==> src/logic/smc_unused.sv <==
// Intentionally empty
`timescale 1ns/1ps
`default_nettype none
`default_nettype wire

==> src/logic/smc_pkg.sv <==
// Shared constants, register map and types of the measurement control link
package smc_pkg;
  // Register offsets
  localparam logic [7:0] ADDR_GAIN_DRIVE   = 8'hb9;
  localparam logic [7:0] ADDR_TEMP_HIGH    = 8'hd1;
  localparam logic [7:0] ADDR_TEMP_LOW     = 8'hd2;
  localparam logic [7:0] ADDR_TEMP_CTRL    = 8'hd3;
  localparam logic [7:0] ADDR_INTEG_PERIOD = 8'hd9;
  localparam logic [7:0] ADDR_INTEG_PAUSE  = 8'hda;
  localparam logic [7:0] ADDR_CHANNEL_SET  = 8'hdb;
  localparam logic [7:0] ADDR_CH_N_LOW     = 8'hdc;
  localparam logic [7:0] ADDR_CH_N_HIGH    = 8'hdd;
  localparam logic [7:0] ADDR_CH_Y_LOW     = 8'hde;
  localparam logic [7:0] ADDR_CH_Y_HIGH    = 8'hdf;
  localparam logic [7:0] ADDR_LED_DRIVE    = 8'hea;
  localparam logic [7:0] ADDR_CH_Z_LOW     = 8'hec;
  localparam logic [7:0] ADDR_CH_Z_HIGH    = 8'hed;
  localparam logic [7:0] ADDR_CH_X_LOW     = 8'hee;
  localparam logic [7:0] ADDR_CH_X_HIGH    = 8'hef;
  localparam logic [7:0] ADDR_ACQ_CTRL     = 8'hfa;
  // Reset values
  localparam logic [7:0] RST_ZERO          = 8'h00;
  localparam logic [7:0] RST_PERIOD        = 8'hff;
  // Field positions and codes
  localparam int         TC_FLAG_BIT       = 7;
  localparam int         TC_START_BIT      = 5;
  localparam int         TC_SRC_LSB        = 0;
  localparam logic [3:0] SRC_CONVERT       = 4'h4;
  localparam logic [3:0] SRC_IDLE          = 4'h0;
  localparam int         TEMP_HIGH_LSB     = 2;
  localparam int         CHANNEL_SET_BIT   = 7;
  localparam int         DRIVE_LIMIT_LSB   = 6;
  localparam int         GAIN_LSB          = 0;
  localparam int         LED_ON_BIT        = 2;
  localparam int         ACQ_LATCH_BIT     = 7;
  localparam int         ACQ_WAIT_BIT      = 3;
  localparam int         ACQ_ENABLE_BIT    = 1;
  localparam int         ACQ_ONE_BIT       = 0;
  // Timing
  localparam int         CLK_PERIOD_PS     = 4000;
  localparam int         STEP_TIME_US      = 2800;
  // Scaled in two steps so the product stays inside a 32-bit int
  localparam int         STEP_CYCLES_DOC   =
    STEP_TIME_US * (1000000 / CLK_PERIOD_PS);
  localparam logic [8:0] STEP_BASE         = 9'h100;
  localparam int         TEMP_CONV_CYCLES  = 16;
  // Host command register offsets
  localparam logic [7:0] HADDR_TARGET      = 8'h00;
  localparam logic [7:0] HADDR_WDATA       = 8'h01;
  localparam logic [7:0] HADDR_GO          = 8'h02;
  localparam logic [7:0] HADDR_STATUS      = 8'h03;
  localparam logic [7:0] HADDR_RDATA       = 8'h04;
  localparam int         GO_WRITE_BIT      = 0;
  localparam int         GO_READ_BIT       = 1;

  typedef enum logic [1:0] {
    ACQ_IDLE  = 2'b00,
    ACQ_INTEG = 2'b01,
    ACQ_PAUSE = 2'b10
  } smc_acq_state_type;

  typedef enum logic [1:0] {
    TMP_IDLE = 2'b00,
    TMP_CONV = 2'b01,
    TMP_POST = 2'b10
  } smc_tmp_state_type;

  typedef enum logic [1:0] {
    HST_IDLE  = 2'b00,
    HST_ISSUE = 2'b01,
    HST_CAPT  = 2'b10
  } smc_host_state_type;

  // Bits that hold state at each writable address; all else is reserved
  function automatic logic [7:0] smc_write_mask(input logic [7:0] a);
    logic [7:0] m;
    m = 8'h00;
    if (a == ADDR_GAIN_DRIVE) m = 8'hc3;
    else if (a == ADDR_TEMP_CTRL) m = 8'haf;
    else if (a == ADDR_INTEG_PERIOD) m = 8'hff;
    else if (a == ADDR_INTEG_PAUSE) m = 8'hff;
    else if (a == ADDR_CHANNEL_SET) m = 8'h80;
    else if (a == ADDR_LED_DRIVE) m = 8'h04;
    else if (a == ADDR_ACQ_CTRL) m = 8'h8b;
    return m;
  endfunction : smc_write_mask
endpackage : smc_pkg

==> src/logic/smc_reg_if.sv <==
// Register link between the host controller and the sensor device
`timescale 1ns/1ps
`default_nettype none
interface smc_reg_if;
  logic [7:0] addr;
  logic [7:0] wdata;
  logic       wr;
  logic       rd;
  logic [7:0] rdata;

  modport dev  (input addr, input wdata, input wr, input rd, output rdata);
  modport host (output addr, output wdata, output wr, output rd,
                input rdata);
endinterface : smc_reg_if
`default_nettype wire

==> src/logic/smc_device.sv <==
// Sensor device end: registers, temperature conversion, acquisition timing
`timescale 1ns/1ps
`default_nettype none
// Summary of operation
// RL1 - High temperature byte holds result bits 9:2
// RL2 - Low temperature byte holds result bits 1:0
// RL3 - Done flag sets; host writes it zero
// RL4 - Start bit begins conversion; zero idles
// RL5 - Host writes source 0100 start, 0000 idle
// RL6 - Host writes reserved bits as zero
// RL7 - Channel set bit picks reported channels
// RL8 - Drive field limits LED pin current
// RL9 - Gain field sets gain of all channels
// RL10 - Integration lasts (256 - value) steps, resets 0xff
// RL11 - Pause lasts (256 - value) steps
// RL12 - Wait bit inserts pause between acquisitions
// RL13 - Latch bit holds results after acquisition
// RL14 - Enable bit runs acquisitions, else none
// RL15 - Host always writes bit 0 as one
// RL16 - N and Y results as byte pairs
// RL17 - Z and X results as byte pairs
// RL18 - LED on bit switches drive pin
// RL19 - Temperature bytes update before done flag
// RL20 - Writes to result addresses are ignored
module smc_device
  import smc_pkg::*;
#(
  parameter int STEP_CYCLES = STEP_CYCLES_DOC
) (
  input  wire logic        clk,
  input  wire logic        rstn,
  smc_reg_if.dev           link,
  input  wire logic [9:0]  temp_sample,
  input  wire logic [15:0] ch_x,
  input  wire logic [15:0] ch_y,
  input  wire logic [15:0] ch_z,
  input  wire logic [15:0] ch_d,
  input  wire logic [15:0] ch_nir,
  output logic             led_drive_on,
  output logic [1:0]       drive_current_limit,
  output logic [1:0]       channel_gain,
  output logic             integrating,
  output logic             acq_done
);
  logic [7:0]        gain_reg, gain_next;
  logic [7:0]        tctrl_reg, tctrl_next;
  logic [7:0]        period_reg, period_next;
  logic [7:0]        pause_reg, pause_next;
  logic [7:0]        chset_reg, chset_next;
  logic [7:0]        led_reg, led_next;
  logic [7:0]        acq_reg, acq_next;
  logic [7:0]        rdata_reg, rdata_next;
  logic [9:0]        temp_reg, temp_next;
  logic [15:0]       res_n_reg, res_n_next, res_y_reg, res_y_next;
  logic [15:0]       res_z_reg, res_z_next, res_x_reg, res_x_next;
  smc_tmp_state_type tst_reg, tst_next;
  logic [11:0]       tcnt_reg, tcnt_next;
  smc_acq_state_type ast_reg, ast_next;
  logic [19:0]       sub_reg, sub_next;
  logic [8:0]        steps_reg, steps_next;
  logic              done_reg, done_next;
  logic [7:0]        wmask, wval;
  logic              wr_tctrl, temp_go, temp_stop, flag_set;
  logic              step_end, period_end;
  logic [15:0]       slot_n, slot_z;

  assign wmask     = smc_write_mask(link.addr);
  assign wval      = link.wdata & wmask;
  assign wr_tctrl  = link.wr && link.addr == ADDR_TEMP_CTRL;
  assign temp_go   = wr_tctrl && link.wdata[TC_START_BIT]                 // RL4
    && link.wdata[TC_SRC_LSB +: 4] == SRC_CONVERT;                      // RL5
  assign temp_stop = wr_tctrl && !temp_go;
  assign flag_set  = tst_reg == TMP_POST;

  // Register writes; only mapped, writable bits are stored
  always_comb begin
    gain_next   = gain_reg;
    period_next = period_reg;
    pause_next  = pause_reg;
    chset_next  = chset_reg;
    led_next    = led_reg;
    acq_next    = acq_reg;
    tctrl_next  = tctrl_reg;
    if (link.wr) begin
      if (link.addr == ADDR_GAIN_DRIVE) gain_next = wval;
      else if (link.addr == ADDR_INTEG_PERIOD) period_next = wval;
      else if (link.addr == ADDR_INTEG_PAUSE) pause_next = wval;
      else if (link.addr == ADDR_CHANNEL_SET) chset_next = wval;
      else if (link.addr == ADDR_LED_DRIVE) led_next = wval;
      else if (link.addr == ADDR_ACQ_CTRL) acq_next = wval;
      else if (link.addr == ADDR_TEMP_CTRL) tctrl_next = wval;
    end // RL20
    // A finishing conversion beats a clearing write in the same cycle
    if (flag_set) tctrl_next[TC_FLAG_BIT] = 1'b1; // RL3
  end

  always_ff @(posedge clk or negedge rstn) begin
    if (!rstn) begin
      gain_reg   <= RST_ZERO;
      period_reg <= RST_PERIOD; // RL10
      pause_reg  <= RST_PERIOD;
      chset_reg  <= RST_ZERO;
      led_reg    <= RST_ZERO;
      acq_reg    <= RST_ZERO;
      tctrl_reg  <= RST_ZERO;
    end else begin
      gain_reg   <= gain_next;
      period_reg <= period_next;
      pause_reg  <= pause_next;
      chset_reg  <= chset_next;
      led_reg    <= led_next;
      acq_reg    <= acq_next;
      tctrl_reg  <= tctrl_next;
    end
  end

  // Temperature conversion: result captured one cycle before the flag
  always_comb begin
    tst_next  = tst_reg;
    tcnt_next = tcnt_reg;
    temp_next = temp_reg;
    case (tst_reg)
      TMP_IDLE: begin
        if (temp_go) begin
          tst_next  = TMP_CONV;
          tcnt_next = 12'(TEMP_CONV_CYCLES - 1);
        end
      end
      TMP_CONV: begin
        if (temp_stop) tst_next = TMP_IDLE; // RL4
        else if (tcnt_reg == 12'h000) begin
          temp_next = temp_sample; // RL19
          tst_next  = TMP_POST;
        end else tcnt_next = tcnt_reg - 12'h001;
      end
      default: tst_next = TMP_IDLE;
    endcase
  end

  always_ff @(posedge clk or negedge rstn) begin
    if (!rstn) begin
      tst_reg  <= TMP_IDLE;
      tcnt_reg <= 12'h000;
      temp_reg <= 10'h000;
    end else begin
      tst_reg  <= tst_next;
      tcnt_reg <= tcnt_next;
      temp_reg <= temp_next;
    end
  end

  // Acquisition timing in steps of STEP_CYCLES clocks
  assign step_end   = sub_reg == 20'(STEP_CYCLES - 1);
  assign period_end = step_end && steps_reg == 9'h001;
  assign slot_n = chset_reg[CHANNEL_SET_BIT] ? ch_nir : ch_d; // RL7
  assign slot_z = chset_reg[CHANNEL_SET_BIT] ? ch_z : ch_d; // RL7

  always_comb begin
    ast_next   = ast_reg;
    sub_next   = step_end ? 20'h00000 : sub_reg + 20'h00001;
    steps_next = step_end ? steps_reg - 9'h001 : steps_reg;
    done_next  = 1'b0;
    res_n_next = res_n_reg;
    res_y_next = res_y_reg;
    res_z_next = res_z_reg;
    res_x_next = res_x_reg;
    case (ast_reg)
      ACQ_IDLE: begin
        sub_next = 20'h00000;
        if (acq_reg[ACQ_ENABLE_BIT]) begin // RL14
          ast_next   = ACQ_INTEG;
          steps_next = STEP_BASE - {1'b0, period_reg}; // RL10
        end
      end
      ACQ_INTEG: begin
        if (!acq_reg[ACQ_ENABLE_BIT]) ast_next = ACQ_IDLE; // RL14
        else if (period_end) begin
          done_next = 1'b1;
          if (acq_reg[ACQ_WAIT_BIT]) begin // RL12
            ast_next   = ACQ_PAUSE;
            steps_next = STEP_BASE - {1'b0, pause_reg}; // RL11
          end else steps_next = STEP_BASE - {1'b0, period_reg};
        end
        // Without latching the results follow the live channels
        if (period_end || !acq_reg[ACQ_LATCH_BIT]) begin // RL13
          res_n_next = slot_n;
          res_y_next = ch_y;
          res_z_next = slot_z;
          res_x_next = ch_x;
        end
      end
      ACQ_PAUSE: begin
        if (!acq_reg[ACQ_ENABLE_BIT]) ast_next = ACQ_IDLE;
        else if (period_end) begin
          ast_next   = ACQ_INTEG;
          steps_next = STEP_BASE - {1'b0, period_reg};
        end
      end
      default: ast_next = ACQ_IDLE;
    endcase
  end

  always_ff @(posedge clk or negedge rstn) begin
    if (!rstn) begin
      ast_reg   <= ACQ_IDLE;
      sub_reg   <= 20'h00000;
      steps_reg <= 9'h000;
      done_reg  <= 1'b0;
      res_n_reg <= 16'h0000;
      res_y_reg <= 16'h0000;
      res_z_reg <= 16'h0000;
      res_x_reg <= 16'h0000;
    end else begin
      ast_reg   <= ast_next;
      sub_reg   <= sub_next;
      steps_reg <= steps_next;
      done_reg  <= done_next;
      res_n_reg <= res_n_next;
      res_y_reg <= res_y_next;
      res_z_reg <= res_z_next;
      res_x_reg <= res_x_next;
    end
  end

  // Read path: data stand in the cycle after the read strobe
  always_comb begin
    rdata_next = 8'h00;
    if (link.rd) begin
      if (link.addr == ADDR_GAIN_DRIVE) rdata_next = gain_reg;
      else if (link.addr == ADDR_TEMP_HIGH)
        rdata_next = temp_reg[9:TEMP_HIGH_LSB]; // RL1
      else if (link.addr == ADDR_TEMP_LOW)
        rdata_next = {6'h00, temp_reg[1:0]}; // RL2
      else if (link.addr == ADDR_TEMP_CTRL) rdata_next = tctrl_reg;
      else if (link.addr == ADDR_INTEG_PERIOD) rdata_next = period_reg;
      else if (link.addr == ADDR_INTEG_PAUSE) rdata_next = pause_reg;
      else if (link.addr == ADDR_CHANNEL_SET) rdata_next = chset_reg;
      else if (link.addr == ADDR_CH_N_LOW) rdata_next = res_n_reg[7:0]; // RL16
      else if (link.addr == ADDR_CH_N_HIGH) rdata_next = res_n_reg[15:8];
      else if (link.addr == ADDR_CH_Y_LOW) rdata_next = res_y_reg[7:0]; // RL16
      else if (link.addr == ADDR_CH_Y_HIGH) rdata_next = res_y_reg[15:8];
      else if (link.addr == ADDR_LED_DRIVE) rdata_next = led_reg;
      else if (link.addr == ADDR_CH_Z_LOW) rdata_next = res_z_reg[7:0]; // RL17
      else if (link.addr == ADDR_CH_Z_HIGH) rdata_next = res_z_reg[15:8];
      else if (link.addr == ADDR_CH_X_LOW) rdata_next = res_x_reg[7:0]; // RL17
      else if (link.addr == ADDR_CH_X_HIGH) rdata_next = res_x_reg[15:8];
      else if (link.addr == ADDR_ACQ_CTRL) rdata_next = acq_reg;
    end
  end

  always_ff @(posedge clk or negedge rstn) begin
    if (!rstn) rdata_reg <= 8'h00;
    else rdata_reg <= rdata_next;
  end

  assign link.rdata          = rdata_reg;
  assign led_drive_on        = led_reg[LED_ON_BIT]; // RL18
  assign drive_current_limit = gain_reg[DRIVE_LIMIT_LSB +: 2]; // RL8
  assign channel_gain        = gain_reg[GAIN_LSB +: 2]; // RL9
  assign integrating         = ast_reg == ACQ_INTEG;
  assign acq_done            = done_reg;
endmodule : smc_device
`default_nettype wire

==> src/flat_wrapper.sv <==
// flat-port wrapper written by rule: the top's interface ports become plain ports
module smc_device_flat import smc_pkg::*;
#(
  parameter int STEP_CYCLES = STEP_CYCLES_DOC
)
  (clk, rstn, temp_sample, ch_x, ch_y, ch_z, ch_d, ch_nir, led_drive_on, drive_current_limit, channel_gain, integrating, acq_done, link_addr, link_wdata, link_wr, link_rd, link_rdata);
  smc_reg_if link_i ();
  input  wire logic clk;
  input  wire logic rstn;
  input  wire logic [9:0] temp_sample;
  input  wire logic [15:0] ch_x;
  input  wire logic [15:0] ch_y;
  input  wire logic [15:0] ch_z;
  input  wire logic [15:0] ch_d;
  input  wire logic [15:0] ch_nir;
  output logic led_drive_on;
  output logic [1:0] drive_current_limit;
  output logic [1:0] channel_gain;
  output logic integrating;
  output logic acq_done;
  input wire logic [$bits(link_i.addr)-1:0] link_addr;
  input wire logic [$bits(link_i.wdata)-1:0] link_wdata;
  input wire logic [$bits(link_i.wr)-1:0] link_wr;
  input wire logic [$bits(link_i.rd)-1:0] link_rd;
  output wire logic [$bits(link_i.rdata)-1:0] link_rdata;
  assign link_i.addr = link_addr;
  assign link_i.wdata = link_wdata;
  assign link_i.wr = link_wr;
  assign link_i.rd = link_rd;
  assign link_rdata = link_i.rdata;
  smc_device #(.STEP_CYCLES(STEP_CYCLES)) u_core (.clk(clk), .rstn(rstn), .link(link_i), .temp_sample(temp_sample), .ch_x(ch_x), .ch_y(ch_y), .ch_z(ch_z), .ch_d(ch_d), .ch_nir(ch_nir), .led_drive_on(led_drive_on), .drive_current_limit(drive_current_limit), .channel_gain(channel_gain), .integrating(integrating), .acq_done(acq_done));
endmodule
==> config.mk <==
export PLATFORM = sky130hd
export DESIGN_NAME = smc_device_flat
export DESIGN_NICKNAME = d
export VERILOG_FILES = /design/src/logic/smc_unused.sv /design/src/logic/smc_pkg.sv /design/src/logic/smc_reg_if.sv /design/src/logic/smc_device.sv /design/src/flat_wrapper.sv
export SDC_FILE = /design/constraint.sdc
export NUM_CORES = 1
export LEC_CHECK = 0
export BUFFER_PORTS_ARGS = -buffer_cell sky130_fd_sc_hd__buf_2
export CORE_ASPECT_RATIO = 1.2
export CORE_MARGIN = 8
export CORE_UTILIZATION = 45
export CTS_CLUSTER_DIAMETER = 40
export DETAILED_ROUTE_END_ITERATION = 16
export PLACE_DENSITY = 0.61
export SYNTH_ARGS = -nofsm -noshare
export SYNTH_HDL_FRONTEND = slang
export SYNTH_SLANG_ARGS = --single-unit
==> constraint.sdc <==
create_clock -name clk -period 7.3 [get_ports clk]
set_input_delay 0.73 -clock clk [delete_from_list [all_inputs] [get_ports clk]]
set_output_delay 0.73 -clock clk [all_outputs]
set_load 0.005 [all_outputs]
==> results of run 1 <==
## cell families after synthesis
kind of cell	synth area share, %
adder cells (fa/ha/maj)	0.7615
AND/OR/NAND/NOR	20.42
buffers and inverters	3.503
multiplexers	8.694
XOR/XNOR	3.554
AO/OA/AOI/OAI	16.16
flip-flops	46.91
## power by group
| group | leakage (nW) | total, mW | switching, mW | internal [mW] |
|---|---|---|---|---|
| clock | 0.267 | 0.885 | 0.429 | 0.456 |
| combinational | 2.36 | 0.212 | 0.126 | 0.0858 |
| sequential | 2.28 | 1.07 | 0.0223 | 1.05 |
| total | 4.91 | 2.16 | 0.577 | 1.59 |
## area by class of cell
type	count	share of cell area [%]
timing repair buffer	133	6.221
clock inverter	13	0.9828
tap	274	3.060
sequential	184	41.28
inverter	24	0.8041
multi-input combinational	775	43.70
clock buffer	19	3.954
## cells in the final DEF, fill, tap and decap left out, types with 7 or more instances in the layout
| cell type | Yosys | routed |
|---|---|---|
| mux2_2 | 26 | 26 |
| xnor2_1 | 21 | 21 |
| nand4_1 | 16 | 16 |
| buf_4 | 11 | 9 |
| o22ai_1 | 15 | 15 |
| nor2b_1 | 43 | 43 |
| nor3_1 | 35 | 35 |
| clkbuf_16 | 0 | 17 |
| a31oi_1 | 9 | 9 |
| a211oi_1 | 10 | 10 |
| a21o_1 | 9 | 9 |
| dfstp_2 | 16 | 16 |
| nand2_1 | 100 | 100 |
| o21ai_0 | 58 | 58 |
| or3_1 | 11 | 11 |
| and2_1 | 9 | 9 |
| nand3_1 | 24 | 24 |
| a21oi_1 | 103 | 103 |
| mux2i_1 | 17 | 17 |
| inv_1 | 24 | 24 |
| nor2_1 | 99 | 99 |
| buf_2 | 6 | 123 |
| xor2_1 | 19 | 19 |
| dfrtp_1 | 168 | 168 |
| a32oi_1 | 7 | 7 |
| mux2_1 | 31 | 31 |
## worst paths after layout
| check | from | endpoint | slack, ns | cells past startpoint |
|---|---|---|---|---|
| hold / removal | rstn | u_core.sub_reg[14] | 0.37 | 1 |
| max in group asynchronous | rstn | u_core.res_z_reg[9] | 5.41 | 2 |
| hold reg to reg | u_core.res_x_reg[0] | u_core.res_x_reg[0] | 0.48 | 1 |
| setup reg to reg | u_core.sub_reg[0] | u_core.res_y_reg[9] | 3.60 | 7 |
| setup / recovery | u_core.sub_reg[0] | u_core.res_y_reg[9] | 3.60 | 7 |
| min in group clk | u_core.res_x_reg[0] | u_core.res_x_reg[0] | 0.48 | 1 |
## layer usage
metal  part of all wire [%]  vias up  track usage (%)  wire [um]
li1                       -     3943                -          -
met2                     48      297            35.41      13580
met1                     43     3998            27.25      12040
met3                    5.2       61            4.036       1478
met4                    3.9        2            9.913       1095
met5                  0.035        -                0         10
==> out/metrics.cfg, run 1 <==
[timing]
report.final.hold_viol_count=0
max_slew.worst_pin.slew_ns=0.9285
fmax_mhz=270.3
rel_slew_slack_pct=38.10
setup_repair_after_global_routing_missed_its_margin=no
min_period_over_period_pct=50.68
slew_viol_final=0
skew_ns=0.01772
summed_negative_setup_slack_over_all_endpoints_ns=0
final.hold.worst_slack_ns=0.3735
final.setup.worst_slack_ns=3.600
finalSetupViolations=0
period_needed_ns=3.700

[layout]
fillers=2011
area.sequential_um2=4624
fin_util_pct=51.80
area_growth_syn_to_layout_pct=13.64
diodes=0
multiInputGateArea_um2=4896
finalInstanceArea_um2=11200
max_reg_flops=20
layout_cells_sized_above_1_pct=19.60
fin_cells=1422
final_net_count=1251

[critical_path]
critPathLaunchType=flip-flop
cpMaxStageDelayCell=buf_4
endpoint_kind=flip-flop
crit_path_buf_inv_count=1
timing.critical_path.required_ns=7.62
critical_path_class=reg2reg
highest_cell_delay_on_the_worst_timing_path_ns=0.69
crit_family=simple AND/OR/NAND/NOR gates
critical_path.max_fanout=69
path_cells=ha_1 -> and4_1 -> nand4_1 -> or3_1 -> a21boi_4 -> buf_4 -> mux2_1
data_arrival_time_of_the_critical_path_ns=4.02

[placement]
gp_congestion=0.9026
hpwlAfterDp_um=20860
placement.setup.worst_slack_ns=3.617
io_buffers=124
placed_cell_area_um2=10650
placedCellCount=1390

[grt]
grt_pass1_vias=8386
grt_start_max_net_pins=113
globalRoute.totalOverflow=0
grt_pass1_wl_um=45220
antenna_found_initial=1
global_route.usage.total_pct=21.64

[clock_network]
tritoncts=built
cts_htree_levels=4
worst_skew_pair.late_latency_ns=0.44
cts_hold_buffers=0
cts_root_buffer=clkbuf_16
cts_buffers=17
number_of_buffers_inserted_to_repair_setup_after_cts=0
clock-sinks=184
clk_pin_slew_worst_paths_ns=0.07
clockBufferDepth=2
post_cts.resized_instances=0

[route]
viasPerCell=5.838
dr_vias=8301
detail_route.iter0.violations=597
drc=0
ant_nets=0
drt-wirelength-per-cell_um=19.83
detail_route.wirelength_um=28200
dr.pass1.iters=5

[synthesis]
synth_seq_area_share_pct=46.91
netlist-cell-type-count=74
flip_flop_cell_with_the_highest_count_after_synthesis=dfrtp_1
netlist_instances=1038
yosysTopAreaCellShare_pct=42.65
synth_area_per_cell_um2=9.497
synthesis.nets=1154
synth-edff-count=0
synth.area.top_cells=dfrtp_1 43%, a21oi_1 5.2%, dfstp_2 4.3%
post-synth-top-area-cell=dfrtp_1
synth_seq_cells=184
synth.cells.most_frequent=168 x dfrtp_1, 103 x a21oi_1, 100 x nand2_1
mappedNetlistArea_um2=9858
synth_most_common_cell=dfrtp_1
postSynth.asyncResetShare_pct=100.0
yosysWarningCount=0

[run]
max_cap_viol_count=0

[die]
chipHeight_um=178.1
die_x_um=151.1
rows=59
number_of_i_o_pins=125
fp.dieArea_um2=26920
coreArea_um2=21630
floorplan.initialDensity_pct=45.58

[run_status]
outcome=finished clean

[pwr]
p_leak_nw=4.912
p_per_area_nw_per_um2=193.2
final_total_power_mw=2.165
max-vdd-ir-drop_uv=151.6

[worst_hold_path]
min-delay-path-class=in2async

Power figures use the tool's default switching activity.
==> run 2, diff against run 1 <==
Settings changed: ABC_AREA from default to 1.
Clock period 7.3 ns to 3.7 ns, I/O delays scaled along.
==> out/metrics.cfg, run 2 <==
[timing]
finalSetupViolations=0
max_slew.worst_pin.slew_ns=0.9580
setup_repair_after_global_routing_missed_its_margin=no
skew_ns=0.01354
min_period_over_period_pct=74.01
rel_slew_slack_pct=36.13
report.final.hold_viol_count=0
period_needed_ns=2.739
final.setup.worst_slack_ns=0.9615
fmax_mhz=365.2
slew_viol_final=0
summed_negative_setup_slack_over_all_endpoints_ns=0

[grt]
grt_start_max_net_pins=93
antenna_found_initial=0
globalRoute.totalOverflow=0
grt_pass1_vias=8663
global_route.usage.total_pct=21.03
grt_pass1_wl_um=43740

[layout]
area.sequential_um2=4624
most-common-layout-cells=281 x nand2_1, 171 x inv_1, 168 x dfrtp_1
layout_cells_sized_above_1_pct=16.62
fillers=2054
max_reg_flops=20
multiInputGateArea_um2=4187
area_growth_syn_to_layout_pct=15.49
most_common_cell_after_layout_fill_and_taps_aside=nand2_1
final_net_count=1451
fin_util_pct=53.02
finalInstanceArea_um2=11120
diodes=0

[route]
ant_nets=0
drt-wirelength-per-cell_um=16.58
viasPerCell=5.144
detail_route.wirelength_um=26820
drc=0
dr_vias=8323
detail_route.iter0.violations=593
dr.pass1.iters=5

[synthesis]
postSynth.asyncResetShare_pct=100.0
mappedNetlistArea_um2=9628
synth.area.top_cells=dfrtp_1 44%, nand2_1 11%, inv_1 6.7%
synthesis.nets=1333
synth-edff-count=0
synth_most_common_cell=nand2_1
yosysWarningCount=0
synth_seq_area_share_pct=48.03
post-synth-top-area-cell=dfrtp_1
yosysTopAreaCellShare_pct=43.66
synth_seq_cells=184
synth_area_per_cell_um2=7.911
netlist-cell-type-count=45
flip_flop_cell_with_the_highest_count_after_synthesis=dfrtp_1
netlist_instances=1217
synth.cells.most_frequent=282 x nand2_1, 171 x inv_1, 168 x dfrtp_1

[critical_path]
critical_path.max_fanout=92
path_common_cell=nand2_1
cpMaxStageDelayCell=mux2_1
data_arrival_time_of_the_critical_path_ns=3.05
critPathLaunchType=flip-flop
highest_cell_delay_on_the_worst_timing_path_ns=0.55
endpoint_kind=flip-flop
crit_family=simple AND/OR/NAND/NOR gates
crit_path_buf_inv_count=2
critical_path_class=reg2reg
path_cells=inv_1 -> nand4_1 -> nor4_1 -> nand3_1 -> inv_2 -> nand2_1 -> nand2_1 -> nand2_4 -> mux2_1
timing.critical_path.required_ns=4.01

[pwr]
final_total_power_mw=4.821
p_per_area_nw_per_um2=433.6
p_leak_nw=5.505
max-vdd-ir-drop_uv=296.0

[placement]
io_buffers=124
placed_cell_area_um2=10510
hpwlAfterDp_um=20550
gp_congestion=0.8957
placement.setup.worst_slack_ns=0.9663

[run]
max_cap_viol_count=0

[worst_hold_path]
min-delay-path-class=in2reg

[die]
number_of_i_o_pins=125
floorplan.initialDensity_pct=45.91
rows=58
chipHeight_um=176.2
die_x_um=149.5
coreArea_um2=20970
fp.dieArea_um2=26350

[clock_network]
number_of_buffers_inserted_to_repair_setup_after_cts=0
clock-sinks=184
worst_skew_pair.late_latency_ns=0.44
cts_root_buffer=clkbuf_16
tritoncts=built
cts_htree_levels=4
clk_pin_slew_worst_paths_ns=0.08
cts_buffers=17
clockBufferDepth=2

[run_status]
outcome=finished clean

[run 2: what timing repair did]
action | CTS | global route
hold buffers | 1 | 0
endpoints found under the hold margin | 45 | 0
endpoints found under the setup margin | 0 | 0
resized for setup | 0 | 0
[run 2: final cells by class]
cell class / count / area share [%]
Sequential cell: 184 / 41.59
Multi-Input combinational cell: 823 / 37.65
Timing Repair Buffer: 132 / 6.313
Inverter: 177 / 5.975
Clock buffer: 17 / 3.826
Tap cell: 270 / 3.038
Clock inverter: 15 / 1.609
[run 2: stage by stage]
stage	hold slack, ns	cells
detailed placement	0.3895	1585
floorplan	0.07441	1217
global placement	0.3904	1585
global route	0.1264	1618
finish	0.1340	1618
CTS	0.1176	1618
[run 2: worst reg2reg max path: stages (launching register included)]
cell and delay, ns:
dfrtp_1 0.40, inv_1 0.14, nand4_1 0.11, nor4_1 0.22, nand3_1 0.23, inv_2 0.14
nand2_1 0.14, nand2_1 0.15, nand2_4 0.49, mux2_1 0.59
[run 2: kinds of logic after synthesis]
kind of cell	share of synthesized area, %
adders and majority gates	0.7797
xor gates and xnor gates	1.910
AOI/OAI and AO/OA	11.70
muxes	3.158
DFF	48.03
buffers and inverters	8.564
and+or+nand+nor	25.86
[run 2: metal layers]
layer  share of wire (%)  vias up  global-route usage (%)  wire, um
met3                 4.2       59                   4.098      1115
met2                  50      196                   36.13     13370
met1                  42     3881                   24.99     11400
li1                    -     4187                       -         -
met4                 3.5        0                   9.313       940
met5                   0        -                       0         0
[run 2: worst paths after layout]
path	slack [ns]	from	cells after the start	to
setup / recovery	0.96	u_core.sub_reg[12]	9	u_core.res_x_reg[2]
hold / removal	0.13	ch_y[11]	2	u_core.res_y_reg[11]
setup reg to reg	0.96	u_core.sub_reg[12]	9	u_core.res_x_reg[2]
hold reg to reg	0.46	u_core.sub_reg[0]	1	u_core.sub_reg[0]
max in group asynchronous	2.22	rstn	3	u_core.period_reg[3]
min in group asynchronous	0.47	rstn	2	u_core.sub_reg[8]
[run 2: where the power goes]
group          leakage [nW]  switching (mW)  internal [mW]
Combinational          2.95           0.282          0.215
Clock                 0.294           0.883          0.973
Sequential             2.26           0.175           2.29
Total                  5.50            1.34           3.48
==> run 3, diff against run 2 <==
Settings changed: PLACE_DENSITY 0.61 to 0.63.
Clock period 3.7 ns to 2.2 ns, I/O delays scaled along.
==> out/metrics.cfg, run 3 (same netlist as run 2, synthesis figures left out) <==
[critical_path]
rr_worst_depth=10
critical_path.max_fanout=7
crit_path_buf_inv_count=4
path_cells=inv_1 -> ha_1 -> inv_1 -> nor4_4 -> buf_4 -> nand2_1 -> nand2_2 -> nand2_2 -> buf_4 -> mux2_1
critical_path_class=reg2reg
critPathLaunchType=flip-flop
data_arrival_time_of_the_critical_path_ns=2.42
timing.rr.start=u_core.steps_reg[1]
regToRegEndpoint=u_core.res_x_reg[13]
endpoint_kind=flip-flop
r2r_setup_slack_ns=0.1
timing.critical_path.required_ns=2.51
cpMaxStageDelayCell=dfrtp_1
highest_cell_delay_on_the_worst_timing_path_ns=0.40
crit_family=simple AND/OR/NAND/NOR gates

[clock_network]
tritoncts=built
clk_pin_slew_worst_paths_ns=0.07
cts_root_buffer=clkbuf_16
clock-sinks=184
worst_skew_pair.late_latency_ns=0.44
clockBufferDepth=2
cts_htree_levels=4
cts_buffers=17

[route]
wl_met2_um=14560
viasPerCell=5.140
routedLengthMet1_um=11690
dr.pass1.iters=6
route.met3.wl_um=962
detail_route.iter0.violations=460
dr_vias=8774
drt-wirelength-per-cell_um=16.48
detail_route.wirelength_um=28140
ant_nets=0
topRoutingLayerUsed=met4
drc=0

[timing]
rel_slew_slack_pct=29.11
max_slew.worst_pin.slew_ns=1.052
summed_negative_setup_slack_over_all_endpoints_ns=0
final.hold.worst_slack_ns=0.01208
final.setup.worst_slack_ns=0.09589
setup_repair_after_global_routing_missed_its_margin=no
slew_viol_final=0
fmax_mhz=475.3
period_needed_ns=2.104
skew_ns=0.01077
finalSetupViolations=0
min_period_over_period_pct=95.64
report.final.hold_viol_count=0

[worst_hold_path]
hold_path_depth=2
min-delay-path-class=in2reg
hold_start=ch_x[7]
hold_end=u_core.res_x_reg[7]

[die]
number_of_i_o_pins=125
coreArea_um2=20970
die_x_um=149.5
floorplan.initialDensity_pct=45.91
chipHeight_um=176.2
fp.dieArea_um2=26350
rows=58

[placement]
io_buffers=124
placement.setup.worst_slack_ns=-0.1409
gp_congestion=0.9295
hpwlAfterDp_um=21760
placedCellCount=1644

[pwr]
p_per_area_nw_per_um2=699.9
p_leak_nw=5.954
max-vdd-ir-drop_uv=519.2

[layout]
max_reg_flops=20
layout_cells_sized_above_1_pct=20.89
fin_cells=1707
multiInputGateArea_um2=4237
final_net_count=1539
fillers=1970
fin_util_pct=57.05
most_common_cell_after_layout_fill_and_taps_aside=nand2_1
area.sequential_um2=4626
area_growth_syn_to_layout_pct=24.26
most-common-layout-cells=279 x nand2_1, 170 x inv_1, 167 x dfrtp_1

[grt]
grt_pass1_vias=8924
globalRoute.totalOverflow=0
grt_pass1_wl_um=45000
grt_start_max_net_pins=60
antenna_found_initial=0
global_route.usage.total_pct=21.61

[run_status]
outcome=finished clean

[run]
max_cap_viol_count=0

==> run 3: worst max path at each step <==
stage	slack [ns]	cells past startpoint	end	startpoint
CTS	0.05	10	u_core.res_y_reg[5]	u_core.steps_reg[1]
global placement	-0.15	8	u_core.chset_reg[7]	link_addr[4]
detailed placement	-0.14	8	u_core.gain_reg[7]	link_addr[4]
floorplan	0.21	11	u_core.res_x_reg[2]	u_core.sub_reg[0]
finish	0.1	10	u_core.res_x_reg[13]	u_core.steps_reg[1]
global route	0.0006	11	u_core.res_n_reg[8]	u_core.steps_reg[1]
==> run 3: area by class of cell <==
class,instances,share of cell area [%]
sequential,184,38.66
multi-input combinational,824,35.41
timing repair buffer,219,12.27
inverter,177,5.553
clock buffer,17,3.556
tap,270,2.824
clock inverter,15,1.705
antenna,1,0.02092
==> run 3: repair_timing <==
action	in CTS	in global routing
setup buffers	0	4
endpoints found under the hold margin	55	0
hold buffers	24	0
endpoints found under the setup margin	2	46
cloned	0	2
pin swaps	0	1
gates resized for setup	1	11
==> run 3: routing by layer <==
metal	track usage, %	vias to the layer above
met2	38.23	214
li1	-	4382
met4	9.102	0
met5	0	-
met3	3.356	61
met1	25.46	4117
==> run 3: power by group <==
part           switching, mW  internal, mW  total [mW]
clock network           1.48          1.75        3.24
logic                  0.508         0.428       0.935
registers              0.344          3.86        4.20
==> run 3: through the flow <==
stage | instance area, um^2 | power [mW]
after global routing | 11960 | 8.755
after detailed placement | 10970 | 5.141
after CTS | 11850 | 8.418
final | 11960 | 8.373
after global placement | 10970 | 5.100
after floorplan | 9628 | 4.621
==> run 3: worst reg2reg max path: stages (launching register included) <==
cell     delay, ns
dfrtp_1       0.40
inv_1         0.08
ha_1          0.14
inv_1         0.07
nor4_4        0.27
buf_4         0.15
nand2_1       0.09
nand2_2       0.14
nand2_2       0.16
buf_4         0.17
mux2_1        0.31
